===== config.mk =====
export PLATFORM = sky130hd
export DESIGN_NAME = multi_rate_timer
export DESIGN_NICKNAME = d
export VERILOG_FILES = /design/src/core/interval_timer_pkg.sv /design/src/core/timer_channel.sv /design/src/core/multi_rate_timer.sv
export VERILOG_INCLUDE_DIRS = /design/src /design/src/core
export SDC_FILE = /design/constraint.sdc
export NUM_CORES = 1
export LEC_CHECK = 0
export BUFFER_PORTS_ARGS = -buffer_cell sky130_fd_sc_hd__buf_2
export CAP_MARGIN = 0
export CORE_ASPECT_RATIO = 1.25
export CORE_MARGIN = 4
export CORE_UTILIZATION = 40
export DETAILED_ROUTE_END_ITERATION = 10
export HOLD_SLACK_MARGIN = 0.05
export SYNTH_ARGS = -nofsm -noshare
export SYNTH_HDL_FRONTEND = slang
export SYNTH_SLANG_ARGS = --single-unit

===== constraint.sdc =====
create_clock -name clock_i -period 9.1 [get_ports clock_i]
set_input_delay 1.82 -clock clock_i [delete_from_list [all_inputs] [get_ports clock_i]]
set_output_delay 1.82 -clock clock_i [all_outputs]
set_load 0.1 [all_outputs]

===== src/core/interval_timer_params.svh =====
// Constants of the four channel interval timer
`ifndef INTERVAL_TIMER_PARAMS_SVH
`define INTERVAL_TIMER_PARAMS_SVH

// ****************************************************************
// Sizes
// ****************************************************************
`define COUNT_W 24
`define CH_NUM 4
`define CH_SEL_W 2

// ****************************************************************
// Reset values
// ****************************************************************
`define COUNT_RST 24'hff_ffff
`define INTERVAL_RST 24'h00_0000
`define FLAG_RST 4'h0

`endif


===== src/core/interval_timer_pkg.sv =====
// Types shared by the interval timer files
`include "interval_timer_params.svh"

package interval_timer_pkg;

	// Channel operating modes; the fourth code is illegal
	typedef enum logic [1:0] {
		MODE_REPEAT,
		MODE_ONE_SHOT,
		MODE_STALL
	} mode_t;

	// Channel phase
	typedef enum logic {
		PH_IDLE,
		PH_RUN
	} phase_t;

	// One interval write from the processor side
	typedef struct packed {
		logic valid;
		logic [`CH_SEL_W-1:0] channel;
		logic [`COUNT_W-1:0] value;
		logic force_load;
	} wr_req_t;

	// State of one channel
	typedef struct packed {
		phase_t phase;
		logic [`COUNT_W-1:0] count;
		logic [`COUNT_W-1:0] interval;
	} chan_state_t;

endpackage


===== src/core/timer_channel.sv =====
// One down-counting timer channel
`timescale 1ns/100ps
`default_nettype none
`include "interval_timer_params.svh"

module timer_channel
	import interval_timer_pkg::*;
(
	// Clock and reset
	input wire logic clock_i,
	input wire logic reset_i,
	// Configuration
	input wire interval_timer_pkg::mode_t mode_i,
	// Interval write
	input wire logic load_i,
	input wire logic [`COUNT_W-1:0] value_i,
	input wire logic force_load_i,
	// Status
	output logic [`COUNT_W-1:0] count_o,
	output logic running_o,
	output logic event_o
);

	chan_state_t st_ff;
	chan_state_t nxt_st;
	logic [`COUNT_W-1:0] next_iv;

	// ****************************************************************
	// Next state
	// ****************************************************************
	// Forced writes win over a zero in the same cycle, so they never
	// raise an event of their own.
	always_comb
	begin
		nxt_st = st_ff;
		event_o = 1'b0;
		next_iv = load_i ? value_i : st_ff.interval;
		unique case (st_ff.phase)
			PH_IDLE:
			begin
				nxt_st.interval = next_iv;
				if (load_i && value_i != '0)
				begin
					nxt_st.count = value_i - `COUNT_W'(1);
					nxt_st.phase = PH_RUN;
				end
			end
			PH_RUN:
			begin
				nxt_st.interval = next_iv;
				if (load_i && force_load_i)
				begin
					if (value_i != '0)
						nxt_st.count = value_i - `COUNT_W'(1);
					else
						nxt_st.phase = PH_IDLE;
				end
				else if (st_ff.count == '0)
				begin
					event_o = 1'b1;
					if (mode_i == MODE_REPEAT && next_iv != '0)
						nxt_st.count = next_iv - `COUNT_W'(1);
					else
						nxt_st.phase = PH_IDLE;
				end
				else
					nxt_st.count = st_ff.count - `COUNT_W'(1);
			end
		endcase
	end

	// ****************************************************************
	// State register
	// ****************************************************************
	always_ff @(posedge clock_i or posedge reset_i)
	begin
		if (reset_i)
		begin
			st_ff.phase <= PH_IDLE;
			st_ff.count <= `COUNT_RST;
			st_ff.interval <= `INTERVAL_RST;
		end
		else
			st_ff <= nxt_st;
	end

	assign count_o = st_ff.count;
	assign running_o = (st_ff.phase == PH_RUN);

endmodule

`default_nettype wire


===== src/core/multi_rate_timer.sv =====
// Four channel interval timer with stalling write and shared interrupt
`timescale 1ns/100ps
`default_nettype none
`include "interval_timer_params.svh"

module multi_rate_timer
	import interval_timer_pkg::*;
#(
	parameter int CHANNELS = `CH_NUM
)
(
	// Clock and reset
	input wire logic clock_i,
	input wire logic reset_i,

	// Interval write port
	input wire interval_timer_pkg::wr_req_t wr_i,
	output logic wr_ready_o,

	// Per channel configuration
	input wire interval_timer_pkg::mode_t [CHANNELS-1:0] mode_i,
	input wire logic [CHANNELS-1:0] irq_enable_i,

	// Pending flag clear, one bit per channel
	input wire logic [CHANNELS-1:0] irq_clear_i,

	// Channel status
	output logic [CHANNELS-1:0][`COUNT_W-1:0] count_o,
	output logic [CHANNELS-1:0] running_o,
	output logic [CHANNELS-1:0] irq_flag_o,

	// First idle channel
	output logic idle_found_o,
	output logic [`CH_SEL_W-1:0] idle_channel_o,

	// Global interrupt
	output logic irq_o
);

	// ****************************************************************
	// Local types
	// ****************************************************************
	// All module state in one word
	typedef struct packed {
		logic [CHANNELS-1:0] flag;
		logic stall_busy;
		logic [`CH_SEL_W-1:0] stall_ch;
		logic idle_found;
		logic [`CH_SEL_W-1:0] idle_ch;
	} top_state_t;

	top_state_t st_ff;
	top_state_t nxt_st;

	// ****************************************************************
	// Channel wiring
	// ****************************************************************
	logic [CHANNELS-1:0] load;
	logic [CHANNELS-1:0] chan_event;
	logic [CHANNELS-1:0] chan_running;
	logic [CHANNELS-1:0][`COUNT_W-1:0] chan_count;

	// Write decode
	logic target_is_stall;
	logic stall_start;
	logic stall_done;

	// ****************************************************************
	// Write port decode
	// ****************************************************************
	// A stall-mode write with a nonzero interval starts its channel on
	// the first cycle it is presented, then ready stays low until that
	// channel reaches zero. The requester must hold the same request
	// the whole time; the port serves one write at a time, so every
	// other write waits behind a stalled one as on a shared bus.
	always_comb
	begin
		target_is_stall = (mode_i[wr_i.channel] == MODE_STALL);
		stall_start = wr_i.valid && !st_ff.stall_busy
			&& target_is_stall && (wr_i.value != '0);
		stall_done = st_ff.stall_busy
			&& chan_event[st_ff.stall_ch];
		if (st_ff.stall_busy)
			wr_ready_o = stall_done;
		else
			wr_ready_o = !stall_start;
	end

	// Channel load strobes: a write lands only while no stall is open
	always_comb
	begin
		for (int i = 0; i < CHANNELS; i++)
		begin
			load[i] = wr_i.valid && !st_ff.stall_busy
				&& (wr_i.channel == `CH_SEL_W'(i));
		end
	end

	// ****************************************************************
	// Channels
	// ****************************************************************
	// Identical, independent counters; nothing is shared between them
	// except the write port.
	for (genvar g = 0; g < CHANNELS; g++)
	begin : gen_chan
		timer_channel u_chan
		(
			.clock_i(clock_i),
			.reset_i(reset_i),
			.mode_i(mode_i[g]),
			.load_i(load[g]),
			.value_i(wr_i.value),
			.force_load_i(wr_i.force_load),
			.count_o(chan_count[g]),
			.running_o(chan_running[g]),
			.event_o(chan_event[g])
		);
	end

	// ****************************************************************
	// Next state
	// ****************************************************************
	// Pending flags are sticky. A new event in the cycle of its clear
	// wins, so no event is ever lost. Stall-mode channels signal their
	// end through the write port and do not flag an interrupt.
	always_comb
	begin
		nxt_st = st_ff;
		for (int i = 0; i < CHANNELS; i++)
		begin
			nxt_st.flag[i] = (st_ff.flag[i] && !irq_clear_i[i])
				|| (chan_event[i]
				&& mode_i[i] != MODE_STALL);
		end

		// Stall tracking
		if (stall_start)
		begin
			nxt_st.stall_busy = 1'b1;
			nxt_st.stall_ch = wr_i.channel;
		end
		else if (stall_done)
			nxt_st.stall_busy = 1'b0;

		// Lowest numbered idle channel, for software that picks a free one
		nxt_st.idle_found = 1'b0;
		nxt_st.idle_ch = '0;
		for (int i = CHANNELS - 1; i >= 0; i--)
		begin
			if (!chan_running[i])
			begin
				nxt_st.idle_found = 1'b1;
				nxt_st.idle_ch = `CH_SEL_W'(i);
			end
		end
	end

	// ****************************************************************
	// State register
	// ****************************************************************
	always_ff @(posedge clock_i or posedge reset_i)
	begin
		if (reset_i)
		begin
			st_ff.flag <= `FLAG_RST;
			st_ff.stall_busy <= 1'b0;
			st_ff.stall_ch <= '0;
			st_ff.idle_found <= 1'b0;
			st_ff.idle_ch <= '0;
		end
		else
			st_ff <= nxt_st;
	end

	// ****************************************************************
	// Outputs
	// ****************************************************************
	// Counters and flags straight from their registers
	assign count_o = chan_count;
	assign running_o = chan_running;
	assign irq_flag_o = st_ff.flag;
	assign idle_found_o = st_ff.idle_found;
	assign idle_channel_o = st_ff.idle_ch;

	// One request line for all channels; no pins beyond these ports
	assign irq_o = |(st_ff.flag & irq_enable_i);

endmodule

`default_nettype wire


# Yosys cells after proc, flatten, opt, wreduce, memory -nomap -nowiden
# Cells that the tools add are included.
[totals] register_bits=206 latch_bits=0 ram_bits=0 romBits=0 out_inout_bits=109 wordCells=168 n_memories=0
[op_classes] add_sub_neg=9 multipliers=0 div=0 magnitude_cmp=2 eq_ne=20 shift=0 n_mux=57 bitwise=5 n_reduce_logical=58
[ops] cell="one-hot mux 49 bit (2 select lines)" n=4
[ops] cell="2-to-1 mux 24 bit" n=13
[ops] cell="subtractor 24 x 1 -> 24 bit, second input constant" n=9
[ops] cell="2-to-1 mux 25 bit" n=8
[ops] cell="nonzero test 24 bit" n=5
[ops] cell="logical NOT 24 bit" n=4
[ops] cell="logical AND 1 bit" n=28
[ops] cell="2-to-1 mux 1 bit" n=25
[ops] cell="inequality test 4 bit, second input constant" n=4
[ops] cell="2-to-1 mux 3 bit" n=4
[ops] cell="inequality test 3 bit, second input constant" n=4
[ops] cell="AND reduction 3 bit" n=4
[ops] cell="logical NOT 2 bit" n=5
[ops] cell="inequality test 2 x 1 -> 1 bit, second input constant" n=4
[ops] cell="inequality test 2 bit, second input constant" n=4
[ops] cell="equality test 2 bit, second input constant" n=3
[ops] cell="logical NOT 1 bit" n=6
[ops] cell="< comparator 2 x 3 -> 1 bit, second input constant" n=2
[ops] cell="AND 4 bit" n=1
[ops] cell="binary-select mux 2 bit (select 2 bit)" n=1
[ops] cell="logical OR 1 bit" n=4
[ops] cell="inverter 1 bit" n=4
[ops] cell="OR reduction 4 bit" n=1
[ops] cell="binary-select mux 1 bit (select 2 bit)" n=1
[ops] cell="3 further kinds" n=3

# Logic depth before layout (Yosys ltp)
[logic_depth] depth_word=11 mapped_depth=19 ltp_nobuf=13

# Hierarchy
# Synthesis repeated with hierarchy kept, for this count alone.
[unflattened] cells_unflattened=2028 hier_area_um2=17160.2
[modules_own_cells] mod="timer_channel" n_inst=4 cells_each=490 area_per_inst_um2=4127.7
[modules_own_cells] mod="multi_rate_timer" n_inst=1 cells_each=68 area_per_inst_um2=649.4

# Worst setup path after synthesis
# Ideal clock, no wire load.
[synth_path] path_type="input to output" start="input wr_i[1] in the netlist's numbering" end="output wr_ready_o" arrival_time_ps=4560 t_required_ps=7280 setup_slack_ps=2720 stages=10 path_cell_list="inv_1 clkbuf_1 ha_1 nor3b_1 nand4_1 or4_1 buf_2 and4b_1 a21o_1 inv_1"
[synth_via] elab_chain_cells=4
[synth_rtl] element="start, declared" line="multi_rate_timer.sv:17" source="input wire interval_timer_pkg::wr_req_t wr_i,"
[synth_rtl] element="nonzero test 24 bit" line="multi_rate_timer.sv:80" source="&& target_is_stall && (wr_i.value != '0);"
[synth_rtl] element="logical AND 1 bit" line="multi_rate_timer.sv:80"
[synth_rtl] element="logical NOT 1 bit" line="multi_rate_timer.sv:86" source="wr_ready_o = !stall_start;"
[synth_rtl] element="2-to-1 mux 1 bit" line="multi_rate_timer.sv:83" source="if (st_ff.stall_busy)"
[synth_rtl] element="end, declared" line="multi_rate_timer.sv:18" source="output logic wr_ready_o,"
# Every way passes these cells.

# Final worst setup path
# Ends and elaborated chain as after synthesis.

==> impl_metrics.yaml <==
grt:
  grt_pass1_vias: 14072
  antenna_found_initial: 8
  grt.total_usage_pct: 29.3
  grt_pass1_wl_mm: 88.8
  grt_max_degree: 92
  grt-ovfl-total: 0
clock_network:
  cts_tree: "built"
  numCtsBuffers: 24
  cts_setup_buffers: 0
  h-tree-depth: 1
  cts-root-buf: "clkbuf_16"
  path_clk_slew_ps: 60
  insertion_delay_ps: 560
  cts_sinks: 206
  hold_buffers: 0
  clk_path_buf_depth: 3
  cts-resized-gates: 0
synth:
  yosysWarnings: 0
  yosysMostFrequentCell: "nand2_1"
  yosys_most_used_dff: "dfrtp_1"
  ys_seq_area_share_pct: 36.0
  synth_top_area_share_pct: 18.8
  yosysTopAreaCell: "dfrtp_1"
  synthDistinctLibCells: 88
  postSynth.asyncResetShare_pct: 100
  syn_avg_cell_area_um2: 7.98
  synth-edff-count: 0
  ys_top_cells_by_count: "317 x nand2_1, 164 x a21oi_1, 161 x nor2_1"
  syn_nets: 1885
  netlist_instances: 1834
  synth_seq_cells: 206
  yosys-top-cells-area: "dfrtp_1 19%, dfstp_2 17%, nand2_1 8.1%"
  syn_area_um2: 14600
route:
  drt_pass1_iterations: 5
  wirelength_mm: 59.9
  vias_per_cell: 6.30
  ant_nets: 0
  drc_errors: 0
  vias: 14654
  drt_iter0_drc: 1578
  wl_per_cell_um: 25.8
worst_hold_path:
  hp-class: "flip-flop to flip-flop"
place:
  gp_congestion: 1.03
  dpl_cell_area_um2: 15000
  io_buffers: 154
  dpl.hpwl_mm: 44.1
finish:
  final_layout_size_suffix_gt1_share_pct: 20.5
  regArea_um2: 5280
  nets: 1876
  multi_input_area_um2: 8030
  design_area_um2: 15900
  n_fill_cell: 3696
  area_growth_pct: 8.62
critical_path:
  start_kind: "primary input"
  crit_arrival_ps: 5170
  endpoint_kind: "primary output"
  reg2reg_slack_ps: 4530
  crit_type: "primary input to primary output"
  required_ps: 7280
  crit_path_max_fanout: 11
timing:
  max_freq_ghz: 0.143
  setup_viol: 0
  fin_hold_ws_ps: 512
  fin_setup_tns_ps: 0
  hold_viol: 0
  post-route-min-period_ps: 6990
  slew_viol_final: 0
  relSlewSlack_pct: 7.74
  finClkSkew_ps: 26.3
  rsz0062_at_grt: "no"
  post-route-period-util_pct: 76.8
  tightest_slew_ps: 1380
floorplanning:
  row_count: 78
  start_util_pct: 40.4
  die_w_um: 179
  die_area_um2: 39700
  num_io_pins: 155
  die_h_um: 222
  coreArea_um2: 36200
power_and_ir_drop:
  ir_drop_mv: 0.328
  power_mw: 6.52
  cellPowerDensity_nw_per_um2: 410
  leakagePower_nw: 6.57
flow_run:
  max_cap_viol_count: 0
run_status:
  outcome: "complete, no violations"
path summary, 6_finish.rpt:
| kind | depth (start not counted) | from | endpoint |
|---|---|---|---|
| setup / recovery | 11 | wr_i[1] | wr_ready_o |
| min in group asynchronous | 2 | reset_i | gen_chan[2].u_chan.st_ff[10] |
| hold / removal | 2 | gen_chan[2].u_chan.st_ff[11] | gen_chan[2].u_chan.st_ff[11] |
| hold reg to reg | 2 | gen_chan[2].u_chan.st_ff[11] | gen_chan[2].u_chan.st_ff[11] |
| max in group asynchronous | 3 | reset_i | gen_chan[3].u_chan.running_o |
| setup reg to reg | 13 | st_ff[5] | gen_chan[0].u_chan.count_o[18] |
registers in the layout, indices dropped and copies added (netlist names):
name	cells
gen_chan.u_chan.count_o	96
idle_channel_o	2
gen_chan.u_chan.running_o	4
gen_chan.u_chan.st_ff	96
idle_found_o	1
st_ff	3
irq_flag_o	4
logic make-up after synthesis:
| group | synth area share [%] |
|---|---|
| simple gates | 24.8 |
| flops | 36.0 |
| mux | 3.56 |
| buf+inv | 9.42 |
| xor+xnor | 4.37 |
| fa+ha+maj | 0.427 |
| compound gates | 21.4 |
layout make-up:
type	count	area share, %
antenna	2	0.0315
clock buffer	29	4.09
clock inverter	15	1.39
inverter	34	0.850
multi-input combinational	1377	50.5
sequential	206	33.2
tap	480	3.78
timing repair buffer	182	6.17
worst max-delay path, stage by stage:
cell and delay (ps):
buf_2 110, inv_1 460, ha_1 330, nor3b_1 380, nand4_1 270, or4_1 560, buf_4 220, and4b_1 250
a21o_1 250, inv_1 80, buf_2 420
per-stage QoR:
stage          setup slack, ps  cells  util, %
4_1_cts                   2210   2323     43.9
3_5_place_dp              2220   2279     41.5
5_1_grt                   2010   2324     43.9
2_1_floorplan             1810   1834        -
6_report                  2110   2325     43.9
3_3_place_gp              2290   2279     41.5
per-layer routing:
metal | vias up | wire (um) | GRT usage (%)
li1 | 6491 | - | -
met1 | 7088 | 22400 | 36.7
met2 | 834 | 27500 | 46.5
met3 | 231 | 5400 | 5.30
met4 | 10 | 4570 | 17.8
met5 | - | 60 | 0
cells in the final DEF, fill, tap and decap left out, drive strengths merged, types with 16 or more instances in the layout:
master	synthesis	final
nand2	317	317
buf	142	182
a21oi	164	164
nor2	161	161
dfrtp	110	110
dfstp	96	96
o21ai	85	85
nor3	69	69
xnor2	41	41
nor4	38	38
inv	34	35
nand3	34	34
xor2	32	32
or3	32	32
clkbuf	75	29
mux2i	25	25
o221ai	24	24
or4	23	23
o21a	22	22
and2	22	22
a211oi	21	21
mux2	20	20
a31oi	20	20
o211ai	17	17
o22ai	16	16
power breakdown:
group | total [mW] | internal (mW) | switching (mW)
Clock | 1.07 | 0.653 | 0.419
Combinational | 3.51 | 0.818 | 2.69
Sequential | 1.93 | 1.44 | 0.498
No activity file was read; power rests on OpenSTA's default activity.
